File: config.mk
export PLATFORM = sky130hd
export DESIGN_NAME = mpws_top
export DESIGN_NICKNAME = d
export VERILOG_FILES = /design/src/core/mpws_pkg.sv /design/src/core/mpws_filter.sv /design/src/core/mpws_top.sv
export SDC_FILE = /design/constraint.sdc
export NUM_CORES = 1
export LEC_CHECK = 0
export ABC_CLOCK_PERIOD_IN_PS = 3800
export BUFFER_PORTS_ARGS = -buffer_cell sky130_fd_sc_hd__buf_2
export CORE_ASPECT_RATIO = 0.5
export CORE_MARGIN = 10
export CORE_UTILIZATION = 60
export DETAILED_ROUTE_END_ITERATION = 7
export HOLD_SLACK_MARGIN = 0.06
export PLACE_DENSITY_LB_ADDON = 0.1
export SLEW_MARGIN = 20
export SYNTH_ARGS = -nofsm -noshare
export SYNTH_HDL_FRONTEND = slang
export SYNTH_SLANG_ARGS = --single-unit
File: constraint.sdc
create_clock -name CLOCK -period 3.8 [get_ports CLOCK]
set_input_delay 0.38 -clock CLOCK [delete_from_list [all_inputs] [get_ports CLOCK]]
set_output_delay 0.38 -clock CLOCK [all_outputs]
set_load 0.02 [all_outputs]
File: src/core/mpws_pkg.sv
// Constants shared by the multi-pulse waveform sequencer files.
package mpws_pkg;
  // ****************************************
  // Register byte offsets on the AXI4-Lite slave
  // ****************************************
  localparam logic [7:0] MPWS_CTRL_OFS = 8'h00;
  localparam logic [7:0] MPWS_PATT_OFS = 8'h04;
  localparam logic [7:0] MPWS_FILT_OFS = 8'h08;
  localparam logic [7:0] MPWS_TCTL_OFS = 8'h0C;
  localparam logic [7:0] MPWS_CMP_OFS = 8'h10;
  localparam logic [7:0] MPWS_CAP_OFS = 8'h14;
  localparam logic [7:0] MPWS_CNT_OFS = 8'h18;
  localparam logic [1:0] MPWS_BUF_PAGE = 2'h1;
  localparam logic [1:0] MPWS_RESP_OK = 2'h0;
  localparam logic [1:0] MPWS_RESP_ERR = 2'h2;
  // ****************************************
  // Field positions
  // ****************************************
  localparam int MPWS_C_SDEN = 3;
  localparam int MPWS_C_SDFEN = 4;
  localparam int MPWS_C_EDGE = 5;
  localparam int MPWS_C_GEN = 7;
  localparam int MPWS_C_TMODE = 8;
  localparam int MPWS_C_PDR = 9;
  localparam int MPWS_C_FLAG = 16;
  localparam int MPWS_C_STOP = 20;
  localparam int MPWS_P_RDA = 8;
  localparam int MPWS_P_BANK = 11;
  localparam int MPWS_F_SW = 2;
  localparam int MPWS_F_SEN = 8;
  localparam int MPWS_F_EXP = 11;
  localparam int MPWS_F_STATE = 16;
  localparam int MPWS_T_PSC = 1;
  localparam int MPWS_T_IE = 4;
  localparam int MPWS_T_FLAG = 5;
  // ****************************************
  // Encodings and reset values
  // ****************************************
  localparam logic [2:0] MPWS_M_BUF0 = 3'h0;
  localparam logic [2:0] MPWS_M_WTIME = 3'h1;
  localparam logic [2:0] MPWS_M_RELOAD = 3'h2;
  localparam logic [2:0] MPWS_M_PDUF_A = 3'h3;
  localparam logic [2:0] MPWS_M_PDUF_B = 3'h7;
  localparam logic [1:0] MPWS_E_RISE = 2'h1;
  localparam logic [1:0] MPWS_E_FALL = 2'h2;
  localparam logic [15:0] MPWS_PATT_RST = 16'h0000;
  localparam logic [15:0] MPWS_CMP_RST = 16'hFFFF;
  localparam logic [15:0] MPWS_CNT_MAX = 16'hFFFF;
  // ****************************************
  // Filter lengths in machine clocks, per width code
  // ****************************************
  localparam logic [5:0] MPWS_FLT_BASE = 6'h04;
  localparam logic [1:0] MPWS_SEN_WCODE = 2'h0;
endpackage

File: src/core/mpws_filter.sv
// Input synchroniser with a programmable noise filter.
`timescale 1ns/1ps
module mpws_filter (
  input wire logic clk,
  input wire logic rst_n,
  input wire logic din,
  input wire logic enable,
  input wire logic [1:0] width,
  output logic dout
);
  import mpws_pkg::*;

  typedef struct packed {
    logic s1;
    logic s2;
    logic out;
    logic [5:0] cnt;
  } mpws_filt_s;

  mpws_filt_s st_q;
  mpws_filt_s st_d;
  logic [5:0] len;

  // A level must stay steady for 4 << width clocks before it is accepted.
  assign len = MPWS_FLT_BASE << width;

  // Only s2 looks at s1, so a metastable s1 never reaches the decision.
  always_comb begin
    st_d = st_q;
    st_d.s1 = din;
    st_d.s2 = st_q.s1;
    if (!enable || st_q.s2 == st_q.out) begin
      st_d.cnt = 6'h00;
      st_d.out = st_q.s2;
    end else if (st_q.cnt + 6'h01 >= len) begin
      st_d.cnt = 6'h00;
      st_d.out = st_q.s2;
    end else begin
      st_d.cnt = st_q.cnt + 6'h01;
    end
  end

  // Synchronous reset; the idle level of the pin is high.
  always_ff @(posedge clk) begin
    if (!rst_n) begin
      st_q <= '{s1: 1'b1, s2: 1'b1, out: 1'b1, cnt: 6'h00};
    end else begin
      st_q <= st_d;
    end
  end

  assign dout = st_q.out;
endmodule

File: src/core/mpws_top.sv
// Multi-pulse waveform sequencer: pattern transfer, shutdown, timer.
// ****************************************
// ****************************************
`timescale 1ns/1ps
module mpws_top (
  input wire logic CLOCK,
  input wire logic RST_N,
  input wire logic [7:0] AWADDR,
  input wire logic AWVALID,
  output logic AWREADY,
  input wire logic [31:0] WDATA,
  input wire logic [3:0] WSTRB,
  input wire logic WVALID,
  output logic WREADY,
  output logic [1:0] BRESP,
  output logic BVALID,
  input wire logic BREADY,
  input wire logic [7:0] ARADDR,
  input wire logic ARVALID,
  output logic ARREADY,
  output logic [31:0] RDATA,
  output logic [1:0] RRESP,
  output logic RVALID,
  input wire logic RREADY,
  input wire logic OSC_RUN,
  input wire logic SHUTDOWN_INPUT_N,
  input wire logic [2:0] POSITION_SENSOR_INPUT,
  input wire logic PULSE_UNIT_OUT,
  input wire logic RELOAD_UNDERFLOW,
  output logic [5:0] WAVEFORM_OUTPUT,
  output logic SHUTDOWN_STOP_STATE,
  output logic GEN_PIN_OUT,
  output logic UNITS_OWNED,
  output logic IRQ
);
  import mpws_pkg::*;

  typedef struct packed {
    logic aw_ok;
    logic [7:0] aw_addr;
    logic w_ok;
    logic [31:0] wdata;
    logic [3:0] wstrb;
    logic bvalid;
    logic [1:0] bresp;
    logic rvalid;
    logic [31:0] rdata;
    logic [1:0] rresp;
    logic [2:0] method;
    logic sd_en;
    logic sdf_en;
    logic [1:0] edge_sel;
    logic gen_en;
    logic tmode;
    logic [5:0] port_data;
    logic [3:0] flags;
    logic stop;
    logic [15:0] pattern;
    logic [15:0][15:0] bufs;
    logic [1:0] sd_w;
    logic [5:0] sen_w;
    logic [2:0] sen_en;
    logic [2:0] expect_pat;
    logic [2:0] sen_prev;
    logic pulse_prev;
    logic tmr_en;
    logic [2:0] psc_sel;
    logic cc_ie;
    logic cc_irq;
    logic [15:0] cmp;
    logic [15:0] cap;
    logic [15:0] cnt;
    logic [7:0] psc;
    logic armed;
  } mpws_state_s;

  mpws_state_s st_q;
  mpws_state_s st_d;
  logic sd_filt;
  logic [2:0] sen_filt;
  logic wr_go;
  logic [7:0] wa;
  logic sd_act;
  logic wt_evt;
  logic pd_evt;
  logic xfer;
  logic buf0_word;
  logic tick;
  logic match;
  logic [7:0] psc_mask;
  logic [3:0] rd_idx;
  logic [31:0] rd_val;
  logic rd_hit;

  // ****************************************
  // Input filters
  // ****************************************
  // Shutdown filter; its width is taken live, so software keeps it
  // steady while the filter is on.
  mpws_filter u_sd_filt (
    .clk(CLOCK),
    .rst_n(RST_N),
    .din(SHUTDOWN_INPUT_N),
    .enable(st_q.sdf_en),
    .width(st_q.sd_w),
    .dout(sd_filt)
  );

  // Sensor filters share the fixed short width.
  genvar gi;
  generate
    for (gi = 0; gi < 3; gi++) begin : g_sen
      mpws_filter u_sen_filt (
        .clk(CLOCK),
        .rst_n(RST_N),
        .din(POSITION_SENSOR_INPUT[gi]),
        .enable(st_q.sen_en[gi]),
        .width(MPWS_SEN_WCODE),
        .dout(sen_filt[gi])
      );
    end
  endgenerate

  // ****************************************
  // Event decode
  // ****************************************
  // The peripheral clock is gated in stop, so a low oscillator flag
  // masks the shutdown input entirely.
  assign sd_act = st_q.sd_en && OSC_RUN && !sd_filt;
  // Edge sync honours only the two defined codes.
  assign wt_evt = (st_q.edge_sel == MPWS_E_RISE &&
                   PULSE_UNIT_OUT && !st_q.pulse_prev) ||
                  (st_q.edge_sel == MPWS_E_FALL &&
                   !PULSE_UNIT_OUT && st_q.pulse_prev);
  assign pd_evt = sen_filt != st_q.sen_prev;
  assign wr_go = st_q.aw_ok && st_q.w_ok && !st_q.bvalid;
  assign wa = st_q.aw_addr;
  // Byte writes to buffer zero never start anything.
  assign buf0_word = wr_go && wa == {MPWS_BUF_PAGE, 6'h00} &&
                     st_q.wstrb[1:0] == 2'h3;

  // Transfer source per method; buffer zero path stands apart.
  always_comb begin
    unique case (st_q.method)
      MPWS_M_BUF0: xfer = buf0_word;
      MPWS_M_WTIME: xfer = wt_evt;
      MPWS_M_RELOAD: xfer = RELOAD_UNDERFLOW;
      MPWS_M_PDUF_A, MPWS_M_PDUF_B: xfer = pd_evt || RELOAD_UNDERFLOW;
      default: xfer = pd_evt;
    endcase
  end

  // Prescaler tick: the count advances every 2**psc_sel clocks.
  assign psc_mask = 8'((9'h001 << st_q.psc_sel) - 9'h001);
  assign tick = st_q.tmr_en && ((st_q.psc & psc_mask) == psc_mask);
  assign match = tick && st_q.armed && st_q.cnt == st_q.cmp;

  // ****************************************
  // Read mux
  // ****************************************
  assign rd_idx = ARADDR[5:2];
  always_comb begin
    rd_val = 32'h0000_0000;
    rd_hit = 1'b1;
    if (ARADDR[7:6] == MPWS_BUF_PAGE) begin
      rd_val = {16'h0000, st_q.bufs[rd_idx]};
    end else begin
      unique case (ARADDR)
        MPWS_CTRL_OFS: rd_val = {11'h000, st_q.stop, st_q.flags,
          1'b0, st_q.port_data, st_q.tmode, st_q.gen_en,
          st_q.edge_sel, st_q.sdf_en, st_q.sd_en, st_q.method};
        MPWS_PATT_OFS: rd_val = {16'h0000, st_q.pattern};
        MPWS_FILT_OFS: rd_val = {13'h0000, sen_filt, 2'h0,
          st_q.expect_pat, st_q.sen_en, st_q.sen_w, st_q.sd_w};
        MPWS_TCTL_OFS: rd_val = {26'h0000000, st_q.cc_irq,
          st_q.cc_ie, st_q.psc_sel, st_q.tmr_en};
        MPWS_CMP_OFS: rd_val = {16'h0000, st_q.cmp};
        MPWS_CAP_OFS: rd_val = {16'h0000, st_q.cap};
        MPWS_CNT_OFS: rd_val = {16'h0000, st_q.cnt};
        default: rd_hit = 1'b0;
      endcase
    end
  end

  // ****************************************
  // Next state
  // ****************************************
  // One write and one read in flight; address and data accepted in
  // either order and the response waits for both.
  always_comb begin
    st_d = st_q;
    st_d.pulse_prev = PULSE_UNIT_OUT;
    st_d.sen_prev = sen_filt;
    st_d.psc = st_q.tmr_en ? st_q.psc + 8'h01 : 8'h00;
    if (AWVALID && AWREADY) begin
      st_d.aw_ok = 1'b1;
      st_d.aw_addr = AWADDR;
    end
    if (WVALID && WREADY) begin
      st_d.w_ok = 1'b1;
      st_d.wdata = WDATA;
      st_d.wstrb = WSTRB;
    end
    if (BVALID && BREADY) begin
      st_d.bvalid = 1'b0;
    end
    if (RVALID && RREADY) begin
      st_d.rvalid = 1'b0;
    end
    if (ARVALID && ARREADY) begin
      st_d.rvalid = 1'b1;
      st_d.rdata = rd_val;
      st_d.rresp = rd_hit ? MPWS_RESP_OK : MPWS_RESP_ERR;
    end
    // Register writes; flags are write-one-to-clear.
    if (wr_go) begin
      st_d.aw_ok = 1'b0;
      st_d.w_ok = 1'b0;
      st_d.bvalid = 1'b1;
      st_d.bresp = MPWS_RESP_OK;
      if (wa[7:6] == MPWS_BUF_PAGE) begin
        if (st_q.wstrb[0]) begin
          st_d.bufs[wa[5:2]][7:0] = st_q.wdata[7:0];
        end
        if (st_q.wstrb[1]) begin
          st_d.bufs[wa[5:2]][15:8] = st_q.wdata[15:8];
        end
      end else begin
        unique case (wa)
          MPWS_CTRL_OFS: begin
            st_d.method = st_q.wdata[2:0];
            st_d.sd_en = st_q.wdata[MPWS_C_SDEN];
            st_d.sdf_en = st_q.wdata[MPWS_C_SDFEN];
            st_d.edge_sel = st_q.wdata[MPWS_C_EDGE +: 2];
            st_d.gen_en = st_q.wdata[MPWS_C_GEN];
            st_d.tmode = st_q.wdata[MPWS_C_TMODE];
            st_d.port_data = st_q.wdata[MPWS_C_PDR +: 6];
            st_d.flags = st_q.flags & ~st_q.wdata[MPWS_C_FLAG +: 4];
          end
          MPWS_PATT_OFS: st_d.pattern = st_q.wdata[15:0];
          MPWS_FILT_OFS: begin
            st_d.sd_w = st_q.wdata[1:0];
            st_d.sen_w = st_q.wdata[MPWS_F_SW +: 6];
            st_d.sen_en = st_q.wdata[MPWS_F_SEN +: 3];
            st_d.expect_pat = st_q.wdata[MPWS_F_EXP +: 3];
          end
          MPWS_TCTL_OFS: begin
            st_d.tmr_en = st_q.wdata[0];
            st_d.psc_sel = st_q.wdata[MPWS_T_PSC +: 3];
            st_d.cc_ie = st_q.wdata[MPWS_T_IE];
            st_d.cc_irq = st_q.cc_irq & ~st_q.wdata[MPWS_T_FLAG];
            // Each restart latches the count for speed measurement.
            if (st_q.wdata[0] && !st_q.tmr_en) begin
              st_d.cap = st_q.cnt;
            end
          end
          MPWS_CMP_OFS: begin
            st_d.cmp = st_q.wdata[15:0];
            st_d.armed = st_q.wdata[15:0] != st_q.cnt;
          end
          MPWS_CAP_OFS, MPWS_CNT_OFS: begin
          end
          default: st_d.bresp = MPWS_RESP_ERR;
        endcase
      end
    end
    // Pattern transfer: buffer zero direct, else bank and address
    // walk on from where the pattern register stands.
    if (xfer) begin
      st_d.flags[1] = 1'b1;
      if (st_q.method == MPWS_M_BUF0) begin
        st_d.pattern = {st_q.pattern[15:8], st_q.wdata[7:0]};
      end else begin
        st_d.pattern[7:0] = st_q.bufs[{st_q.pattern[MPWS_P_BANK],
          st_q.pattern[MPWS_P_RDA +: 3]}][7:0];
        {st_d.pattern[MPWS_P_BANK], st_d.pattern[MPWS_P_RDA +: 3]} =
          {st_q.pattern[MPWS_P_BANK], st_q.pattern[MPWS_P_RDA +: 3]}
          + 4'h1;
      end
    end
    // Stop state one cycle after the filtered low; shutdown flag set
    // wins over a clear in the same cycle.
    st_d.stop = sd_act;
    if (sd_act) begin
      st_d.flags[0] = 1'b1;
    end
    if (pd_evt) begin
      st_d.flags[2] = 1'b1;
    end
    if (pd_evt && sen_filt == st_q.expect_pat) begin
      st_d.flags[3] = 1'b1;
    end
    // Timer: match clears with a flag, overflow wraps silently.
    if (tick) begin
      st_d.cnt = match ? 16'h0000 : st_q.cnt + 16'h0001;
    end
    if ((wt_evt && !st_q.tmode) || (pd_evt && st_q.tmode)) begin
      st_d.cnt = 16'h0000;
    end
    if (st_d.cnt != st_d.cmp) begin
      st_d.armed = 1'b1;
    end
    if (match) begin
      st_d.cc_irq = 1'b1;
    end
  end

  // Synchronous reset of the whole state.
  always_ff @(posedge CLOCK) begin
    if (!RST_N) begin
      st_q <= '0;
      st_q.pattern <= MPWS_PATT_RST;
      st_q.cmp <= MPWS_CMP_RST;
      st_q.armed <= 1'b1;
      st_q.sen_prev <= 3'h7;
      st_q.pulse_prev <= 1'b0;
    end else begin
      st_q <= st_d;
    end
  end

  // ****************************************
  // Outputs
  // ****************************************
  assign AWREADY = !st_q.aw_ok && !st_q.bvalid;
  assign WREADY = !st_q.w_ok && !st_q.bvalid;
  assign BVALID = st_q.bvalid;
  assign BRESP = st_q.bresp;
  assign ARREADY = !st_q.rvalid;
  assign RVALID = st_q.rvalid;
  assign RDATA = st_q.rdata;
  assign RRESP = st_q.rresp;
  assign WAVEFORM_OUTPUT = st_q.stop ? st_q.port_data
                                     : st_q.pattern[5:0];
  assign SHUTDOWN_STOP_STATE = st_q.stop;
  // The generator owns the pin and both helper units.
  assign GEN_PIN_OUT = st_q.gen_en && PULSE_UNIT_OUT;
  assign UNITS_OWNED = st_q.gen_en;
  assign IRQ = (|st_q.flags) || (st_q.cc_irq && st_q.cc_ie);
endmodule

==> flow_metrics.tcl <==
set metrics [dict create \
    regArea_sq_um 9310 \
    core_sq_um 36000 \
    hold_ws_ns 0.0695 \
    hp-class "primary input to flip-flop" \
    fin_area_sq_um 24500 \
    ant_nets 0 \
    fin_ws_ns 0.404 \
    p_seq_share_pct 49.2 \
    critPathCaptureType "flip-flop" \
    drt_first_pass_iters 7 \
    start_util_pct 61.1 \
    nets 2364 \
    fin_crit_ns 3.40 \
    clkTransAtPathRegs_ns 0.07 \
    slowest_delay_ns 0.42 \
    status "completed" \
    post-dp-hpwl_mm 42.2 \
    holdPathEnd "st_q[421]" \
    rsz0062_at_grt "no" \
    clock-sinks 465 \
    die_h_um 155 \
    hold_depth 3 \
    htree_levels 2 \
    crit_required_ns 4.23 \
    fill_cells 2925 \
    synth-seq-area-share_pct 42.3 \
    via_per_inst 6.18 \
    syn-cell-area_sq_um 22000 \
    crit_buf_inv 1 \
    switching_share_pct 23.8 \
    clk_path_buf_depth 3 \
    p_leak_nw 8.82 \
    setup_viol_count_final 0 \
    path_class "flip-flop to flip-flop" \
    wl_per_cell_um 22.5 \
    clkLatencyLatePin_ns 0.57 \
    vdd_drop_max_uv 331 \
    drc_errors 0 \
    tritoncts "built" \
    worst_setup_path_start_kind "flip-flop" \
    power.internal_mw 7.73 \
    clockPowerShare_pct 44.6 \
    path_cells "or3_1, ha_1, nand4b_1, a21boi_0, a2111o_1, buf_4, nor3_1, xor2_1, o221ai_1, nor4_1, and4_1, o2111ai_1" \
    min-delay-start "WDATA[6]" \
    post-cts-setup-buffer-count 0 \
    finalCritPeriodShare_pct 89.4 \
    setup_tns_ns 0 \
    hold_viol_final 0 \
    multi_input_area_sq_um 11700 \
    relSlewSlack_pct 21.8 \
    power_density_nw_per_um2 414 \
    synth_edf_count 0 \
    yosysWarnings 0 \
    reg2regPathDepth 12 \
    r2r-start "st_q[60]" \
    numCtsBuffers 42 \
    layout-drive-gt1-share_pct 17.2 \
    dr_total_vias 17300 \
    power.switching_mw 2.41 \
    areaGrowthSynthToFinish_pct 11.2 \
    max_cap_violations 0 \
    ys_types 74 \
    num_rows 49 \
    fp.dieW_um 291 \
    worstMarginPinSlew_ns 1.17 \
    ios 117 \
    routed_wl_mm 62.9 \
    grt_max_degree 178 \
    cts_root_buf "clkbuf_16" \
    synthArstFlopShare_pct 0 \
    r2r-end "st_q[0]" \
    pre_cts_slack_ns 0.511 \
    track_usage_pct 26.9 \
    drt_iter0_drc 2199 \
    grt_pass1_wl_mm 97.2 \
    finalClockSkew_ns 0.0209 \
    max_freq_mhz 294 \
    grt_pass1_vias 16400 \
    crit_fanout 12 \
    synth_area_per_cell_sq_um 9.80 \
    synth_seq_cells 465 \
    syn-instance-count 2247 \
    synth-main-ff-cell "dfxtp_1" \
    ff2ff_setup_slack_ns 0.40 \
    crit_arrival_ns 3.83 \
    path_delay_family "simple AND/OR/NAND/NOR gates" \
    maxSlewViolCount 0 \
    combPwrFrac_pct 6.2 \
    gp_congestion 0.942 \
    grt_overflow_total 0 \
    die_area_sq_um 45200 \
    crit_slowest_cell "dfxtp_1" \
    place_area_sq_um 22800 \
    portBuffers 89 \
    antenna_found_initial 1 \
]
==> power by group through the flow <==
stage | registers, mW | logic (mW) | clock network (mW)
3_5_place_dp | 5.09 | 0.598 | 0
3_3_place_gp | 5.09 | 0.597 | 0
5_1_grt | 4.99 | 0.672 | 4.78
2_1_floorplan | 5.07 | 0.429 | 0
6_report | 4.99 | 0.630 | 4.53
4_1_cts | 4.98 | 0.619 | 4.57
==> cell families after synthesis <==
kind of cell	Yosys count	share of synthesized area [%]
compound gates	278	7.91
xor+xnor	75	3.05
fa+ha+maj	16	0.909
buf+inv	245	5.07
flops	465	42.3
mux	410	25.5
other cells	1	0.0170
simple gates	757	15.3
==> synthesized netlist by cell type, types with 6 or more instances <==
cell / instances / share of area (%)
a21oi_1: 126 / 2.9
a221oi_1: 10 / 0.40
a222oi_1: 10 / 0.45
a22o_1: 7 / 0.28
a22oi_1: 17 / 0.58
a41oi_1: 13 / 0.52
and3_1: 16 / 0.45
buf_1: 18 / 0.31
buf_2: 14 / 0.32
buf_4: 39 / 1.3
clkbuf_1: 155 / 2.6
dfxtp_1: 465 / 42
ha_1: 16 / 0.91
inv_1: 14 / 0.24
mux2_2: 6 / 0.31
mux2i_1: 284 / 13
mux4_2: 120 / 12
nand2_1: 229 / 3.9
nand2b_1: 26 / 0.74
nand3_1: 27 / 0.61
nand4_1: 10 / 0.28
nor2_1: 342 / 5.8
nor2b_1: 11 / 0.31
nor3_1: 21 / 0.48
nor3_2: 7 / 0.32
nor4_1: 12 / 0.34
o21ai_0: 55 / 1.2
or2_2: 6 / 0.17
or3_1: 6 / 0.17
or4_1: 9 / 0.31
xnor2_1: 34 / 1.4
xor2_1: 40 / 1.6
==> tightest hold or removal path: cells and delay by family <==
kind	cells	cell delay, ns
buffers and inverters	1	0.09
AOI/OAI and AO/OA	1	0.06
and+or+nand+nor	1	0.04
==> stage by stage <==
step           utilization (%)  instances  power (mW)
4_1_cts                   68.0       2798        10.2
5_1_grt                   68.0       2799        10.4
3_5_place_dp              63.3       2700        5.69
2_1_floorplan                -       2271        5.50
3_3_place_gp              63.3       2700        5.69
6_report                  68.0       2799        10.1
==> metal layers <==
metal	global-route usage (%)	part of all wire, %	vias to the layer above
met4	7.62	2.7	0
met1	38.7	45	8503
met2	40.8	44	776
met5	0	0	-
met3	5.13	8.8	124
li1	-	-	7907
==> cells in the final DEF (no fill, tap or decap), drive strengths merged, types with 10 or more instances in the layout <==
cell type,count
dfxtp,465
nor2,343
mux2i,284
nand2,229
buf,175
a21oi,126
mux4,120
clkbuf,61
o21ai,55
xor2,40
xnor2,34
nor3,28
nand3,27
nand2b,26
conb,25
dlygate4sd3,22
a22oi,18
inv,17
and3,16
ha,16
nor4,16
a41oi,13
nor2b,11
a222oi,10
nand4,10
a221oi,10
==> what timing repair did <==
| item | in CTS | in global routing |
|---|---|---|
| endpoints found under the hold margin | 22 | 0 |
| hold buffers | 22 | 0 |
| resized for setup | 0 | 0 |
==> worst max-delay path by stage <==
stage	start	to	slack, ns	cells after the start
final	st_q[60]	st_q[0]	0.40	12
after global routing	st_q[60]	st_q[0]	0.22	13
after CTS	st_q[60]	st_q[0]	0.48	12
after detailed placement	st_q[60]	st_q[0]	0.51	12
after global placement	st_q[60]	st_q[0]	0.51	12
after floorplan	st_q[60]	st_q[0]	0.68	13
==> cell type report <==
| class | instances | area share [%] |
|---|---|---|
| diodes | 1 | 0.0102 |
| clock buffers | 61 | 5.03 |
| clock inverters | 15 | 0.904 |
| inverters | 15 | 0.260 |
| multi-input cells | 1561 | 47.8 |
| flip-flops and latches | 465 | 38.0 |
| well taps | 484 | 2.47 |
| repair buffers | 197 | 5.58 |
(Power assumes the default switching activity.)
